### src/rtl/css_pkg.sv
package css_pkg;
  localparam int          CLK_HZ         = 25_000_000;
  localparam int          CLK_KHZ        = CLK_HZ / 1000;
  localparam int          NUM_CH         = 4;
  localparam int          COUNT_W        = 12;
  localparam logic [6:0]  I2C_ADDR       = 7'h44;
  // Slot and low-power timing
  localparam int          SLOT_TIME_US   = 2600;
  localparam int          SLOT_CYC_DEF   = SLOT_TIME_US * (CLK_HZ / 1_000_000);
  localparam int          LP_TICK_MS     = 16;
  localparam int          LP_TICK_DEF    = LP_TICK_MS * CLK_KHZ;
  localparam logic [7:0]  LP_FIRST_MULT  = 8'h03;
  localparam int          DISCH_TIME_NS  = 2000;
  localparam int          DISCH_CYC      = (DISCH_TIME_NS * (CLK_HZ / 1_000_000) + 999) / 1000;
  // Charge transfer frequencies and clock divisors (shortest period rounds down)
  localparam int          FREQ_SELF_KHZ  = 500;
  localparam int          FREQ_PROJ_KHZ  = 1000;
  localparam logic [7:0]  DIV_SELF       = 8'(CLK_KHZ / FREQ_SELF_KHZ);
  localparam logic [7:0]  DIV_SELF_X2    = 8'(CLK_KHZ / (2 * FREQ_SELF_KHZ));
  localparam logic [7:0]  DIV_PROJ       = 8'(CLK_KHZ / FREQ_PROJ_KHZ);
  localparam logic [7:0]  DIV_PROJ_X2    = 8'(CLK_KHZ / (2 * FREQ_PROJ_KHZ));
  // Register byte offsets
  localparam logic [7:0]  OFS_CONTROL    = 8'h00;
  localparam logic [7:0]  OFS_OPTION0    = 8'h04;
  localparam logic [7:0]  OFS_LP_INT     = 8'h08;
  localparam logic [7:0]  OFS_THRESH     = 8'h0c;
  localparam logic [7:0]  OFS_SYSTEM_FLAGS   = 8'h10;
  localparam logic [7:0]  OFS_EVENTS     = 8'h14;
  localparam logic [7:0]  OFS_RESULT     = 8'h18;
  localparam logic [7:0]  OFS_MAILBOX    = 8'h1c;
  // Field positions, reset values and average shift
  localparam int          CTL_FREQ_X2    = 0;
  localparam int          CTL_CH3_EN     = 1;
  localparam int          CTL_CH1_EN     = 2;
  localparam int          CTL_CH2_EN     = 3;
  localparam int          CTL_FLOAT      = 4;
  localparam int          OPT0_PROJ      = 3;
  localparam logic [4:0]  CTL_RESET      = 5'b0_1100;
  localparam logic [11:0] PROX_TH_RESET  = 12'h0_008;
  localparam logic [11:0] TOUCH_TH_RESET = 12'h0_010;
  localparam int          LTA_SHIFT      = 4;
endpackage

### src/rtl/css_i2c_if.sv
`timescale 1ns/10ps
interface css_i2c_if;
  logic       scl;
  logic       sda;
  logic       busy;
  logic [7:0] tx_byte;
  logic       sda_oe;
  logic [7:0] rx_byte;
  logic       rx_valid;
  modport slave (input scl, sda, busy, tx_byte, output sda_oe, rx_byte, rx_valid);
  modport core  (output scl, sda, busy, tx_byte, input sda_oe, rx_byte, rx_valid);
endinterface

### src/rtl/css_i2c_slave.sv
`timescale 1ns/10ps
module css_i2c_slave
  import css_pkg::*;
(
  input  wire logic clk,     // System clock
  input  wire logic reset,   // Synchronous reset
  css_i2c_if.slave  bus      // Synchronised lines and byte port
);
  typedef enum logic [2:0] {I_IDLE, I_ADDR, I_ACK, I_RX, I_TX, I_MACK} css_i2c_state_type;
  css_i2c_state_type state;
  logic       scl_q, sda_q, rw, nack;
  logic [7:0] sh;
  logic [3:0] cnt;
  logic       rise, fall, start, stop;

  assign rise  = bus.scl & ~scl_q;
  assign fall  = ~bus.scl & scl_q;
  assign start = bus.scl & scl_q & sda_q & ~bus.sda;
  assign stop  = bus.scl & scl_q & ~sda_q & bus.sda;

  always_ff @(posedge clk)
  begin
    if (reset)
    begin
      scl_q <= 1'b1;
      sda_q <= 1'b1;
    end
    else
    begin
      scl_q <= bus.scl;
      sda_q <= bus.sda;
    end
  end

  always_ff @(posedge clk)
  begin
    bus.rx_valid <= 1'b0;
    if (reset)
    begin
      state <= I_IDLE;
      bus.sda_oe <= 1'b0;
      bus.rx_byte <= 8'h00;
      sh <= 8'h00;
      cnt <= 4'h0;
      rw <= 1'b0;
      nack <= 1'b0;
    end
    else if (stop)
    begin
      state <= I_IDLE;
      bus.sda_oe <= 1'b0;
    end
    else if (start)
    begin
      state <= I_ADDR;
      cnt <= 4'h0;
      bus.sda_oe <= 1'b0;
    end
    else
    begin
      case (state)
        I_ADDR, I_RX:
        begin
          if (rise && cnt != 4'd8)
          begin
            sh <= {sh[6:0], bus.sda};
            cnt <= cnt + 4'd1;
          end
          else if (fall && cnt == 4'd8)
          begin
            if (state == I_RX)
            begin
              bus.rx_byte <= sh;
              bus.rx_valid <= 1'b1;
              bus.sda_oe <= 1'b1;
              state <= I_ACK;
            end
            else if (sh[7:1] == I2C_ADDR && !bus.busy)
            begin
              rw <= sh[0];
              bus.sda_oe <= 1'b1;
              state <= I_ACK;
            end
            else
              state <= I_IDLE;
          end
        end
        I_ACK:
        begin
          if (fall)
          begin
            cnt <= 4'd1;
            if (rw)
            begin
              bus.sda_oe <= ~bus.tx_byte[7];
              sh <= {bus.tx_byte[6:0], 1'b0};
              state <= I_TX;
            end
            else
            begin
              bus.sda_oe <= 1'b0;
              cnt <= 4'd0;
              state <= I_RX;
            end
          end
        end
        I_TX:
        begin
          if (fall)
          begin
            if (cnt == 4'd8)
            begin
              bus.sda_oe <= 1'b0;
              state <= I_MACK;
            end
            else
            begin
              bus.sda_oe <= ~sh[7];
              sh <= {sh[6:0], 1'b0};
              cnt <= cnt + 4'd1;
            end
          end
        end
        I_MACK:
        begin
          if (rise)
            nack <= bus.sda;
          else if (fall)
          begin
            state <= nack ? I_IDLE : I_ACK;
            bus.sda_oe <= 1'b0;
          end
        end
        default:
          bus.sda_oe <= 1'b0;
      endcase
    end
  end
endmodule

### src/rtl/css_result_mem.sv
`timescale 1ns/10ps
module css_result_mem
  import css_pkg::*;
(
  input  wire logic                 clk,    // System clock
  input  wire logic                 we,     // Write strobe
  input  wire logic [1:0]           waddr,  // Write channel
  input  wire logic [2*COUNT_W-1:0] wdata,  // Count and average
  input  wire logic [1:0]           raddr,  // Read channel
  output logic      [2*COUNT_W-1:0] rdata   // Registered read data
);
  logic [2*COUNT_W-1:0] mem [NUM_CH];

  always_ff @(posedge clk)
  begin
    if (we)
      mem[waddr] <= wdata;
  end

  always_ff @(posedge clk)
  begin
    rdata <= mem[raddr];
  end
endmodule

### src/rtl/css_scheduler.sv
// Operation
// - Slave only, answers address 44h alone
// - Ready line low idle, high converting
// - Address not acknowledged while line high
// - Four channels measured in separate slots
// - Discharge, charge, transfer until trip voltage
// - Twelve-bit count compared with twelve-bit average
// - Default 1 MHz projected, 500 kHz self
// - Frequency doubled when doubling bit set
// - Normal power: 2.6 ms slot each
// - Disabled channel slot is skipped
// - Low-power interval is value times 16 ms, except 02h: also 16 ms
// - Proximity event in low power zooms in
// - Zoomed: active channels back to back
// - Low-power flag when rate set, not zoomed
// - Channels one, two default; third by enable
// - Low power measures proximity channel only
// - Self default; option bit three selects projected
// - Event when count crosses average by threshold
`timescale 1ns/10ps
module css_scheduler
  import css_pkg::*;
#(
  parameter int SLOT_CYCLES    = SLOT_CYC_DEF,  // One measurement slot
  parameter int LP_TICK_CYCLES = LP_TICK_DEF,   // Low-power interval unit
  parameter int LP_ONE_CYCLES  = LP_TICK_DEF,   // Interval for value 01h
  parameter int LP_TWO_CYCLES  = LP_TICK_DEF    // Interval for value 02h
)
(
  input  wire logic              clk,              // 25 MHz clock
  input  wire logic              reset,            // Synchronous, active high
  input  wire logic              psel,             // APB select
  input  wire logic              penable,          // APB enable
  input  wire logic              pwrite,           // APB direction
  input  wire logic [7:0]        paddr,            // APB byte address
  input  wire logic [31:0]       pwdata,           // APB write data
  output logic      [31:0]       prdata,           // APB read data
  output logic                   pready,           // APB ready
  output logic                   pslverr,          // APB error, unmapped or read-only write
  input  wire logic              scl_in,           // Bus clock pin level
  input  wire logic              sda_in,           // Bus data pin level
  output logic                   sda_out,          // Bus data drive value
  output logic                   sda_oe,           // Bus data drive enable
  output logic                   ready_request_n,  // Low when ready to talk
  input  wire logic              trip_in,          // Trip comparator pin
  output logic                   cs_discharge,     // Discharge sampling cap
  output logic                   transfer_pulse,   // One charge transfer
  output logic      [NUM_CH-1:0] elec_charge,      // Electrode charge drive
  output logic      [NUM_CH-1:0] elec_ground       // Electrode grounding
);
  typedef enum logic [2:0] {S_IDLE, S_DISCH, S_CHARGE, S_XFER, S_COMPUTE, S_UPDATE, S_PAD, S_LPWAIT}
    css_state_type;
  css_state_type state;

  css_i2c_if i2c ();

  logic [1:0]         scl_s, sda_s, trip_s;
  logic [4:0]         control;
  logic [7:0]         option0, lp_interval, mailbox;
  logic [11:0]        prox_th, touch_th;
  logic [NUM_CH-1:0]  events, seeded;
  logic [1:0]         ch;
  logic               zoom, prox_seen, busy, low_power_active_flag;
  logic [16:0]        slot_cnt;
  logic [31:0]        lp_cnt, lp_limit;
  logic [7:0]         div_cnt, div_max;
  logic               chg_tick;
  logic [COUNT_W-1:0] count, last_count, last_lta, threshold;
  logic [2*COUNT_W-1:0] mem_rdata;
  logic [COUNT_W-1:0] long_term_average, next_lta;
  logic               hit;
  logic [NUM_CH-1:0]  active;
  logic [2:0]         nxt;
  logic               lp_sel, projected;
  logic [31:0]        rd_value;
  logic               rd_ok;

  // Pins cross into the clock domain through two flops
  always_ff @(posedge clk)
  begin
    if (reset)
    begin
      scl_s  <= 2'b11;
      sda_s  <= 2'b11;
      trip_s <= 2'b00;
    end
    else
    begin
      scl_s  <= {scl_s[0], scl_in};
      sda_s  <= {sda_s[0], sda_in};
      trip_s <= {trip_s[0], trip_in};
    end
  end

  assign i2c.scl     = scl_s[1];
  assign i2c.sda     = sda_s[1];
  assign i2c.busy    = busy;
  assign i2c.tx_byte = {4'h0, busy, zoom, projected, low_power_active_flag};

  css_i2c_slave u_i2c (
    .clk   (clk),
    .reset (reset),
    .bus   (i2c.slave)
  );

  // Open-drain data line only ever pulls low
  always_ff @(posedge clk)
  begin
    sda_out <= 1'b0;
    sda_oe  <= reset ? 1'b0 : i2c.sda_oe;
  end

  always_ff @(posedge clk)
  begin
    if (reset)
      mailbox <= 8'h00;
    else if (i2c.rx_valid)
      mailbox <= i2c.rx_byte;
  end

  assign projected = option0[OPT0_PROJ];
  assign lp_sel    = lp_interval != 8'h00;

  assign active = (lp_sel && !zoom) ? 4'b0001
                : {control[CTL_CH3_EN], control[CTL_CH2_EN], control[CTL_CH1_EN], 1'b1};

  always_comb
  begin
    nxt = 3'd4;
    for (int i = NUM_CH - 1; i > 0; i--)
      if (active[i] && 3'(i) > {1'b0, ch})
        nxt = 3'(i);
  end

  always_comb
  begin
    if (projected)
      div_max = control[CTL_FREQ_X2] ? DIV_PROJ_X2 : DIV_PROJ;
    else
      div_max = control[CTL_FREQ_X2] ? DIV_SELF_X2 : DIV_SELF;
  end

  always_ff @(posedge clk)
  begin
    if (reset || state == S_IDLE || div_cnt == div_max - 8'd1)
      div_cnt <= 8'h00;
    else
      div_cnt <= div_cnt + 8'd1;
  end
  assign chg_tick = div_cnt == div_max - 8'd1;

  always_comb
  begin
    case (lp_interval)
      8'h01:   lp_limit = LP_ONE_CYCLES;
      8'h02:   lp_limit = LP_TWO_CYCLES;
      default: lp_limit = 32'(lp_interval * LP_TICK_CYCLES);
    endcase
  end

  assign long_term_average       = mem_rdata[COUNT_W-1:0];
  assign threshold = (ch == 2'd0) ? prox_th : touch_th;
  assign hit = !seeded[ch] ? 1'b0
             : projected ? ({1'b0, count} > {1'b0, long_term_average} + {1'b0, threshold})
             : ({1'b0, count} + {1'b0, threshold} < {1'b0, long_term_average});

  // Average tracks slowly and freezes while an event stands
  always_comb
  begin
    if (!seeded[ch])
      next_lta = count;
    else if (hit)
      next_lta = long_term_average;
    else
      next_lta = COUNT_W'($signed({1'b0, long_term_average}) + ($signed({1'b0, count} - {1'b0, long_term_average}) >>> LTA_SHIFT));
  end

  css_result_mem u_mem (
    .clk   (clk),
    .we    (state == S_UPDATE),
    .waddr (ch),
    .wdata ({count, next_lta}),
    .raddr (ch),
    .rdata (mem_rdata)
  );

  // Slot sequencer
  always_ff @(posedge clk)
  begin
    if (reset)
    begin
      state    <= S_IDLE;
      ch       <= 2'd0;
      count    <= '0;
      slot_cnt <= '0;
      lp_cnt   <= '0;
    end
    else
    begin
      slot_cnt <= slot_cnt + 17'd1;
      lp_cnt   <= lp_cnt + 32'd1;
      case (state)
        S_IDLE:
        begin
          // One slot per channel
          // Setup cycle is the slot's first cycle, so a slot is exactly SLOT_CYCLES
          slot_cnt <= 17'd1;
          count    <= '0;
          if (ch == 2'd0)
            lp_cnt <= 32'd1;
          state    <= S_DISCH;
        end
        S_DISCH:
          if (slot_cnt == 17'(DISCH_CYC))
            state <= S_CHARGE;
        S_CHARGE:
          if (chg_tick)
            state <= S_XFER;
        S_XFER:
          // Transfers until trip or full scale
          if (trip_s[1] || &count)
            state <= S_COMPUTE;
          else if (chg_tick)
            count <= count + 12'd1;
        S_COMPUTE:
          state <= S_UPDATE;
        S_UPDATE:
          state <= S_PAD;
        S_PAD:
          if (slot_cnt >= 17'(SLOT_CYCLES - 1))
          begin
            if (nxt != 3'd4)
            begin
              ch    <= nxt[1:0];
              state <= S_IDLE;
            end
            else
            begin
              ch     <= 2'd0;
              state  <= (lp_sel && !zoom) ? S_LPWAIT : S_IDLE;
            end
          end
        S_LPWAIT:
        begin
          // A round longer than the interval simply starts the next one at once
          if (!lp_sel || lp_cnt >= lp_limit - 32'd1)
            state <= S_IDLE;
        end
        default:
          state <= S_IDLE;
      endcase
    end
  end

  // Busy from slot start until results stored
  always_ff @(posedge clk)
  begin
    if (reset)
      busy <= 1'b0;
    else if (state == S_IDLE)
      busy <= 1'b1;
    else if (state == S_UPDATE)
      busy <= 1'b0;
  end

  always_ff @(posedge clk)
  begin
    if (reset)
      ready_request_n <= 1'b0;
    else
      ready_request_n <= busy || state == S_IDLE;
  end

  // Results, events and zoom
  always_ff @(posedge clk)
  begin
    if (reset)
    begin
      events     <= '0;
      seeded     <= '0;
      zoom       <= 1'b0;
      prox_seen  <= 1'b0;
      last_count <= '0;
      last_lta   <= '0;
    end
    else if (state == S_UPDATE)
    begin
      events[ch] <= hit;
      seeded[ch] <= 1'b1;
      last_count <= count;
      last_lta   <= next_lta;
      if (ch == 2'd0)
      begin
        prox_seen <= hit;
        if (hit && lp_sel)
          zoom <= 1'b1;
      end
    end
    else if (state == S_PAD && nxt == 3'd4 && slot_cnt >= 17'(SLOT_CYCLES - 1))
    begin
      if (!prox_seen || !lp_sel)
        zoom <= 1'b0;
    end
  end

  always_ff @(posedge clk)
  begin
    if (reset)
      low_power_active_flag <= 1'b0;
    else
      low_power_active_flag <= lp_sel && !zoom;
  end

  genvar g;
  generate
    for (g = 0; g < NUM_CH; g++)
    begin : g_elec
      always_ff @(posedge clk)
      begin
        if (reset)
        begin
          elec_charge[g] <= 1'b0;
          elec_ground[g] <= 1'b0;
        end
        else
        begin
          elec_charge[g] <= (ch == 2'(g)) && state == S_CHARGE;
          elec_ground[g] <= (ch == 2'(g)) ? state == S_DISCH : !control[CTL_FLOAT];
        end
      end
    end
  endgenerate

  always_ff @(posedge clk)
  begin
    if (reset)
    begin
      cs_discharge   <= 1'b0;
      transfer_pulse <= 1'b0;
    end
    else
    begin
      cs_discharge   <= state == S_DISCH;
      transfer_pulse <= state == S_XFER && chg_tick && !trip_s[1] && !(&count);
    end
  end

  // APB register map
  always_comb
  begin
    rd_ok    = 1'b1;
    rd_value = 32'h0000_0000;
    case (paddr)
      OFS_CONTROL:  rd_value = {27'h0, control};
      OFS_OPTION0:  rd_value = {24'h0, option0};
      OFS_LP_INT:   rd_value = {24'h0, lp_interval};
      OFS_THRESH:   rd_value = {4'h0, touch_th, 4'h0, prox_th};
      OFS_SYSTEM_FLAGS: rd_value = {28'h0, busy, zoom, projected, low_power_active_flag};
      OFS_EVENTS:   rd_value = {28'h0, events};
      OFS_RESULT:   rd_value = {2'b00, ch, last_lta, 4'h0, last_count};
      OFS_MAILBOX:  rd_value = {24'h0, mailbox};
      default:      rd_ok = 1'b0;
    endcase
  end

  always_ff @(posedge clk)
  begin
    if (reset)
    begin
      pready  <= 1'b0;
      prdata  <= 32'h0000_0000;
      pslverr <= 1'b0;
    end
    else
    begin
      pready <= psel && !penable;
      if (psel && !penable)
      begin
        prdata  <= pwrite ? 32'h0000_0000 : rd_value;
        pslverr <= !rd_ok || (pwrite && (paddr == OFS_SYSTEM_FLAGS || paddr == OFS_EVENTS || paddr == OFS_RESULT));
      end
    end
  end

  always_ff @(posedge clk)
  begin
    if (reset)
    begin
      control     <= CTL_RESET;
      option0     <= 8'h00;
      lp_interval <= 8'h00;
      prox_th     <= PROX_TH_RESET;
      touch_th    <= TOUCH_TH_RESET;
    end
    else if (psel && penable && pready && pwrite)
    begin
      case (paddr)
        OFS_CONTROL: control     <= pwdata[4:0];
        OFS_OPTION0: option0     <= pwdata[7:0];
        OFS_LP_INT:  lp_interval <= pwdata[7:0];
        OFS_THRESH:
        begin
          prox_th  <= pwdata[11:0];
          touch_th <= pwdata[27:16];
        end
        default: ;
      endcase
    end
  end
endmodule

### config.mk
export PLATFORM = sky130hd
export DESIGN_NAME = css_scheduler
export DESIGN_NICKNAME = d
export VERILOG_FILES = /design/src/rtl/css_pkg.sv /design/src/rtl/css_i2c_if.sv /design/src/rtl/css_i2c_slave.sv /design/src/rtl/css_result_mem.sv /design/src/rtl/css_scheduler.sv
export SDC_FILE = /design/constraint.sdc
export NUM_CORES = 1
export LEC_CHECK = 0
export ABC_AREA = 1
export CAP_MARGIN = 15
export CORE_ASPECT_RATIO = 0.8
export CORE_MARGIN = 1.5
export CORE_UTILIZATION = 45
export CTS_CLUSTER_DIAMETER = 100
export DETAILED_ROUTE_END_ITERATION = 6
export DONT_BUFFER_PORTS = 1
export PLACE_DENSITY = 0.68
export SLEW_MARGIN = 20
export SYNTH_ARGS = -nofsm -noshare
export SYNTH_HDL_FRONTEND = slang
export SYNTH_SLANG_ARGS = --single-unit
### constraint.sdc
create_clock -name clk -period 4.4 [get_ports clk]
set_input_delay 0.44 -clock clk [delete_from_list [all_inputs] [get_ports clk]]
set_output_delay 0.44 -clock clk [all_outputs]
set_load 0.02 [all_outputs]
==> run metrics, run 1 <==
Layout area overhead 20.0%; Clk pin slew, worst setup/hold paths 0.07 ns; IO buf count 0; Worst Path Required 4.91 ns; drt drc 0; min Tclk post-route slightly below 5 ns; first-pass GRT wire length 83300 µm; largest net degree at the start of global routing 104; clock buffer depth 3; synthesized flop and latch total a little under 300; CTS Buf Count 30; Yosys cell types 58; slowest stage delay, CP 0.54 ns; CP Class reg2reg; RSZ-0062 raised after global routing true; Die W around 220 µm; flop-to-flop setup slack -0.54 ns; failing checks negative setup slack; post-DR vias/cell 5.53; cell taking the most area after synthesis dfxtp_1; setup_tns -1.62 ns; placer congestion estimate 0.930; CTS sink cnt approximately 300; total gr overflow 0; initial core utilization 0.459; top cells by area, synth dfxtp_1 (28%), ha_1 (12%), nand2_1 (9.0%); detailed placer's ending HPWL between 40000 and 50000 µm; Crit. End Element flip-flop; Avg Cell Area, Syn about 7.6 µm²; layout cells sized above 1 0.152; top_reg_cell synth dfxtp_1; Tightest Pin Transition 1.03 ns; clk_skew 0.0120 ns; final setup margin -0.544 ns; Hold Path Class in2reg; vias around 17000; clk root buf clkbuf_16; final hold viol count 0; slowest CP cell fa_2; clk_lat worst skew about 0.58 ns; relative slew slack 0.307; Max Cap Viol 0; period utilization 1.12; most used cell, CP nand2_1; vias in the first global route 15800; first drt pass iteration count 5; Pleak approximately 0.0095 µW; EDFF count, synth between 40 and 50; pins over their slew limit 0; Worst VDD drop about 330 µV; area fraction of the dominant cell type after synthesis 0.283; pwr dens 309 nW/µm²; H-tree depth 1; ys async rst share 0; GRT Resource Usage Total 0.258; run status finished, violations left; CP Buf/Inv Count 9; drt initial violations 1471; I/O pin count 95; power after layout 6530 µW; Final Net Count between 2000 and 3000; initial antenna violation count 1; Setup-failing EPs final 3; most common cell after layout, fill and taps aside nand2_1; Core Area around 38000 µm²; Cell Rows 64; Syn Inst Count 2326; Top Family by Delay on Critical Path adder cells; die height approximately 180 µm; WL/cell between 15 and 20 µm; Post-Syn Area between 15000 and 20000 µm²; Seq/Total Area, Yosys 0.365; die area 40300 µm²; Fmax achieved 0.202 GHz; CTS tree done; routed wire length approximately 54000 µm; diode count 0; worst-path fanout max 5; post-route ant nets 0; Synthesis Warnings 0; critical path arrival between 5 and 6 ns; critical path launch point type flip-flop; most frequent cells in the layout nand2_1 (395), inv_1 (274), dfxtp_1 (242), nor2_1 (216), a21oi_1 (190)
## synth_stat cells, types with 6 or more instances
master and number:
nor4_1 10, a21o_1 6, a31oi_1 24, xnor2_1 18, a211oi_1 12, or2_2 11, nand3_1 125, nand4_1 44
a22oi_1 22, o211ai_1 11, o21ai_0 166, ha_1 165, clkbuf_1 44, a21oi_1 204, dfxtp_1 249, xor2_1 48
nor3_1 51, nand2_1 420, nor3b_1 6, fa_1 15, inv_1 282, nor2_2 6, o21a_1 12, o22ai_1 9
buf_4 9, edfxtp_1 48, buf_1 6, nor2_1 226, nand3b_1 16, buf_2 7
## logic make-up after synthesis
group | Yosys count | synth area share
AO/OA/AOI/OAI | 496 | 0.158
flip-flops | 297 | 0.365
XOR/XNOR | 66 | 0.0329
AND/OR/NAND/NOR | 932 | 0.231
adder cells (fa/ha/maj) | 180 | 0.134
buffers and inverters | 354 | 0.0784
other | 1 | 0.000213
## registers in the layout, summed over array words and instances (netlist names), 3 cells and up
signal	flops
u_i2c.sh	8
u_mem.rdata	12
elec_charge	4
lp_interval	8
u_i2c.state	3
option0	8
u_mem.mem	48
u_i2c.bus.rx_byte	8
events	3
count	12
seeded	4
last_count	12
control	5
touch_th	12
state	3
last_lta	12
u_i2c.cnt	4
mailbox	8
prox_th	12
div_cnt	8
lp_cnt	32
prdata	26
elec_ground	4
slot_cnt	17
## path summary, 6_finish.rpt
path | from | to | depth (start not counted)
min reg2reg | scl_s[0] | scl_s[1] | 1
max reg2reg | lp_interval[2] | state[2] | 31
max | lp_interval[2] | state[2] | 31
min | pwdata[6] | option0[6] | 2
## per-layer routing
layer  vias up  part of all wire  GRT usage
met3       121             0.070     0.0443
met5         -                 0          0
li1       8151                 -          -
met1      7776              0.44      0.342
met2       567              0.45      0.421
met4         0             0.042     0.0954
## cell type report
class                      count  area [µm²]
fill                        3532       17200
multi-input combinational   1681       10500
sequential                   297        6440
timing repair buffer         187        1480
inverter                     287        1080
clock buffer                  40         840
tap                          495         619
clock inverter                15         150
## metrics by stage
step	worst slack, ns	utilization	std cells	hold WS, ns	instance area [µm²]
floorplan	-0.122	-	2332	0.388	17700
global placement	-0.569	0.501	2915	0.394	19200
detailed placement	-0.688	0.501	2915	0.397	19200
CTS	-0.595	0.537	2991	0.000509	20600
global route	-0.837	0.551	3002	0.0156	21100
finish	-0.544	0.551	3002	0.0123	21100
## what timing repair did
| action | CTS | global route |
|---|---|---|
| resized for setup | 44 | 101 |
| setup endpoints to repair | 68 | 68 |
| pin swaps | 26 | 56 |
| hold buffers | 12 | 0 |
| endpoints found under the hold margin | 71 | 0 |
| setup buffers | 9 | 11 |
## power by group
| group | leakage (µW) | total [µW] | switching, µW | internal, µW |
|---|---|---|---|---|
| Combinational | 0.00656 | 926 | 627 | 299 |
| Sequential | 0.00247 | 3020 | 121 | 2900 |
| Clock | 0.000464 | 2590 | 1120 | 1460 |
| Total | 0.00949 | 6530 | 1870 | 4660 |
No activity file was read; power rests on OpenSTA's default activity.
==> inputs of run 2 (changes only) <==
SYNTH_HIERARCHICAL = 1   (was unset)
==> run metrics, run 2 <==
run status finished, violations left; failing checks negative setup slack; first-pass GRT wire length 82900 µm (-0.42%); fin area 22200 µm² (+5.3%); largest reg by FF count u_mem/mem; Fmax achieved 0.199 GHz (-1.4%); final hold viol count 0 (unchanged); Largest regs u_mem/mem x48, lp_cnt x32, prdata x26; CTS sink cnt 297 (unchanged); Sw Ratio 0.308 (+0.0210); Clk pwr share 0.390 (-0.006); Pleak 0.0104 µW (+10%); Placed Area 19900 µm² (+3.7%); period utilization 1.14 (+0.0161); Layout area overhead 20.0% (about the same); drt initial violations 1569 (+6.7%); Setup-failing EPs final 3 (unchanged); fill cell count 3750 (+6.2%); CP Class reg2reg; pins over their slew limit 0 (unchanged); pre-CTS setup slack -0.568 ns (+0.120 ns); critical path launch point type flip-flop; relative slew slack 0.440 (+0.133); Syn Inst Count 2506 (+7.7%); drt drc 0 (unchanged); P_sw 2300 µW (+23%); CTS tree done; I/O pin count 95 (unchanged); Die W 230 µm (+2.6%); Tightest Pin Transition 0.839 ns (-0.193 ns); initial core utilization 0.456 (-0.00252); layout cells sized above 1 0.139 (-0.0122); RSZ-0062 raised after global routing true; Reg area 6430 µm² (about the same); slowest CP cell fa_1; clk_lat worst skew 0.61 ns (+0.03 ns); vias in the first global route 16300 (+3.2%); Synthesis Warnings 6 (+6); vias 17400 (+4.4%); H-tree depth 1 (unchanged); DP Cell Count 3114 (+6.8%); IO buf count 0 (unchanged); detailed placer's ending HPWL 38400 µm (-4.1%); first drt pass iteration count 6 (+1); Clk pin slew, worst setup/hold paths 0.06 ns (about the same); largest net degree at the start of global routing 92 (-12%); placer congestion estimate 0.972 (+4.6%); Worst VDD drop 314 µV (-5.0%); slowest stage delay, CP 0.56 ns (+0.02 ns); most common cell after layout, fill and taps aside nand2_1; CTS Buf Count 31 (+3.3%); clk root buf clkbuf_16; clk_skew 0.0366 ns (+0.0246 ns); clock buffer depth 3 (unchanged); WL/cell 16.0 µm (-10%); initial antenna violation count 0 (-1); Final Net Count 2915 (+7.5%); sequential power share 0.416 (-0.046); Comb power frac 0.194 (+0.052); min Tclk post-route 5.02 ns (+0.0710 ns); total gr overflow 0 (unchanged); Post-Syn Area 18500 µm² (+5.3%); pwr dens 337 nW/µm² (+8.9%); Hold Path Class in2reg; multi-input combinational cell area 11000 µm² (+4.7%); Crit. End Element flip-flop; Int Pwr 5180 µW (+11%); max reg flops 48 (unchanged); GRT Resource Usage Total 0.240 (-0.0178); Worst Path Required 4.92 ns (about the same); routed wire length 52100 µm (-2.7%); final setup margin -0.615 ns (-0.0710 ns); post-DR vias/cell 5.33 (-3.7%); Final Non-Filler Cells 3256 (+8.5%); diode count 0 (unchanged); most frequent cells in the layout nand2_1 (488), inv_1 (303), nor2_1 (275), dfxtp_1 (246), a21oi_1 (173); die height 185 µm (+2.6%); Avg Cell Area, Syn 7.39 µm² (-2.2%); worst-path fanout max 5 (unchanged); Cell Rows 66 (+3.1%); critical path arrival 5.54 ns (+0.09 ns); post-route ant nets 0 (unchanged); die area 42400 µm² (+5.3%); Core Area 40600 µm² (+5.9%); Max Cap Viol 0 (unchanged)
[run 2: per-stage QoR]
| step | setup TNS, ns | total power (µW) | hold slack [ns] | util |
|---|---|---|---|---|
| finish | -1.74 | 7490 | 0.0315 | 0.547 |
| global route | -2.55 | 7840 | 0.00859 | 0.547 |
| CTS | -1.33 | 7490 | 0.00823 | 0.538 |
| detailed placement | -2.59 | 4530 | 0.395 | 0.491 |
| global placement | -1.55 | 4490 | 0.392 | 0.491 |
| floorplan | -0.386 | 4220 | 0.388 | - |
[run 2: final cells by class]
type,instances,share of cell area
multi-input cells,1819,0.495
repair buffers,203,0.0774
well taps,544,0.0306
inverters,335,0.0568
flip-flops and latches,297,0.289
clock buffers,38,0.0379
clock inverters,20,0.0132
[run 2: worst max-delay path: cells and delay by family, from the launching register on]
family,cells,cell delay [ns]
adder cells (fa/ha/maj),6,2.13
AND/OR/NAND/NOR,13,1.29
AO/OA/AOI/OAI,4,0.52
buffers and inverters,6,0.45
flip-flops,1,0.36
XOR/XNOR,1,0.19
[run 2: routing by layer]
layer	share of wire	global-route usage
met1	0.47	0.339
met2	0.43	0.368
met3	0.074	0.0391
met4	0.035	0.0897
met5	0	0
[run 2: power by group through the flow]
stage | registers [µW] | clock network, µW | logic, µW
after floorplan | 3120 | 0 | 1100
after global placement | 3170 | 0 | 1320
after detailed placement | 3170 | 0 | 1360
after CTS | 3110 | 2970 | 1410
after global routing | 3130 | 3070 | 1630
final | 3120 | 2920 | 1450
[run 2: repair_timing]
action                                  CTS  global route
gates resized for setup                  16            71
buffers inserted                          4             9
endpoints found under the setup margin   29            68
hold buffers                             71             0
hold endpoints to repair                 84             0
pin swaps                                 8            41
[run 2: final timing paths]
check	startpoint	end	slack [ns]	depth (start not counted)
hold reg to reg	sda_s[0]	sda_s[1]	0.41	1
setup reg to reg	lp_interval[2]	state[1]	-0.62	30
hold / removal	pwdata[5]	prox_th[5]	0.03	2
setup / recovery	lp_interval[2]	state[1]	-0.62	30
==> inputs of run 3 (changes only) <==
CORE_UTILIZATION = 40   (was 45)
PLACE_DENSITY = unset   (was 0.68)
==> run metrics, run 3 (synthesis results as in run 2) <==
run status finished, violations left; failing checks negative setup slack; fin area 22400 µm² (+0.82%); final hold viol count 0 (unchanged); final setup margin -0.581 ns (+0.0342 ns); initial core utilization 0.405 (-0.0508); most frequent cells in the layout nand2_1 (489), inv_1 (304), nor2_1 (273), dfxtp_1 (242), a21oi_1 (172); Die W 244 µm (+6.0%); Crit. Startpoint lp_interval[4]; clk_skew 0.0336 ns (-0.00301 ns); initial antenna violation count 2 (+2); Worst VDD drop 352 µV (+12%); Max Cap Viol 0 (unchanged); most used cell, CP nand2_2; Clk pin slew, worst setup/hold paths 0.06 ns (about the same); layout cells sized above 1 0.155 (+0.0154); total gr overflow 0 (unchanged); Int Pwr 4980 µW (-4.0%); Hold Crit Endpoint option0[1]; Placed Area 20100 µm² (+0.99%); placer congestion estimate 0.938 (-3.5%); Hold Path Class in2reg; CTS tree done; Reg-to-Reg Start lp_interval[4]; Worst Path Required 4.88 ns (-0.04 ns); Pleak 0.0104 µW (-0.15%); largest net degree at the start of global routing 91 (-1.1%); period utilization 1.13 (-0.00778); critical path arrival 5.46 ns (-0.08 ns); Tightest Pin Transition 0.886 ns (+0.0471 ns); multi-input combinational cell area 11100 µm² (+0.96%); Layout area overhead 21.0%; Hold Path Origin pwdata[1]; Comb power frac 0.200 (+0.006); CTS sink cnt 297 (unchanged); Reg-to-Reg End state[1]; pwr dens 326 nW/µm² (-3.1%); H-tree depth 2 (+1); WL/cell 16.0 µm (-0.23%); IO buf count 0 (unchanged); Hold Crit Depth 2 (unchanged); vias 17100 (-1.3%); worst-path fanout max 4 (-1); drt initial violations 1225 (-22%); clk_lat worst skew 0.56 ns (-0.05 ns); Largest regs u_mem/mem x48, lp_cnt x32, prdata x26; sequential power share 0.426 (+0.010); critical path launch point type flip-flop; Sw Ratio 0.319 (+0.0117); I/O pin count 95 (unchanged); drt drc 0 (unchanged); fill cell count 4498 (+20%); min Tclk post-route 4.98 ns (-0.0342 ns); Final Net Count 2930 (+0.51%); flop-to-flop setup slack -0.58 ns (+0.03 ns); Final Non-Filler Cells 3340 (+2.6%); first drt pass iteration count 5 (-1); first-pass GRT wire length 85800 µm (+3.4%); slowest CP cell fa_1; Reg area 6440 µm² (about the same); GRT Resource Usage Total 0.222 (-0.0179); CP Class reg2reg; length in cells of the worst reg-to-reg path 32 (+6.7%); DP Cell Count 3197 (+2.7%); max reg flops 48 (unchanged); Core Area 45700 µm² (+13%); largest reg by FF count u_mem/mem; clk root buf clkbuf_16; vias in the first global route 16300 (-0.13%); die height 196 µm (+6.0%); pins over their slew limit 0 (unchanged); Crit. End Element flip-flop; post-route ant nets 0 (unchanged); relative slew slack 0.409 (-0.0314); Cell Rows 70 (+6.1%); power after layout 7310 µW (-2.3%); RSZ-0062 raised after global routing true; Fmax achieved 0.201 GHz (+0.69%); slowest stage delay, CP 0.47 ns (-0.09 ns); clock buffer depth 3 (unchanged); most common cell after layout, fill and taps aside nand2_1; die area 47600 µm² (+12%); pre-CTS setup slack -0.558 ns (+0.0108 ns); WHS 0.0189 ns (-0.0125 ns); detailed placer's ending HPWL 39600 µm (+2.9%); routed wire length 53300 µm (+2.3%); P_sw 2340 µW (+1.4%); Setup-failing EPs final 3 (unchanged); Clk pwr share 0.374 (-0.016); CTS Buf Count 34 (+9.7%); post-DR vias/cell 5.13 (-3.8%)
## run 3: changes by cell type in the layout (fill, tap and decap cells not counted), sizes merged
cell | before | now
buf | 132 | 161
dlygate4sd3 | 71 | 54
clkbuf | 38 | 46
bufinv | 6 | 0
clkinv | 11 | 9
clkinvlp | 2 | 4
diode | 0 | 2
## run 3: power by group through the flow
stage / Clock, µW / Combinational, µW / Sequential (µW)
after floorplan: 0 / 1100 / 3120
after global placement: 0 / 1350 / 3170
after detailed placement: 0 / 1380 / 3170
after CTS: 2800 / 1440 / 3110
after global routing: 2910 / 1660 / 3140
final: 2740 / 1460 / 3120
## run 3: per-layer routing
metal | wire (µm) | vias up | global-route usage
li1 | - | 8653 | -
met3 | 3240 | 89 | 0.0418
met1 | 26400 | 7979 | 0.327
met4 | 1520 | 2 | 0.0697
met5 | 17 | - | 0
met2 | 22100 | 402 | 0.326
## run 3: worst max-delay path by stage
stage | slack, ns | cells after the start | to
6_report | -0.58 | 32 | state[1]
5_1_grt | -0.87 | 32 | state[1]
4_1_cts | -0.53 | 30 | state[1]
3_5_place_dp | -0.56 | 32 | state[1]
3_3_place_gp | -0.46 | 32 | state[1]
2_1_floorplan | -0.14 | 27 | state[1]
## run 3: area by class of cell
cell class              count  share of cell area
clock buffers              46              0.0418
repair buffers            215              0.0795
inverters                 335              0.0564
clock inverters            14             0.00536
flip-flops and latches    297               0.287
diodes                      2            0.000223
multi-input cells        1819               0.495
well taps                 612              0.0342
## run 3: repair_timing
action,in CTS,in global routing
endpoints found under the hold margin,54,0
pin swaps,30,52
setup buffers,11,16
hold buffers,54,0
gates cloned,0,0
resized for setup,44,72
endpoints found under the setup margin,64,64
## run 3: metrics by stage
step | utilization | setup TNS, ns
finish | 0.490 | -1.65
global route | 0.490 | -2.72
CTS | 0.481 | -1.49
detailed placement | 0.440 | -14.16
global placement | 0.440 | -10.24
floorplan | - | -0.386
## run 3: critical path: cells and delay by family (launching register included)
| kind | cells | cell delay [ns] |
|---|---|---|
| adders and majority gates | 6 | 2.08 |
| and+or+nand+nor | 15 | 1.45 |
| buffers and inverters | 8 | 0.55 |
| DFF | 1 | 0.37 |
| AOI/OAI and AO/OA | 2 | 0.31 |
| xor gates and xnor gates | 1 | 0.15 |
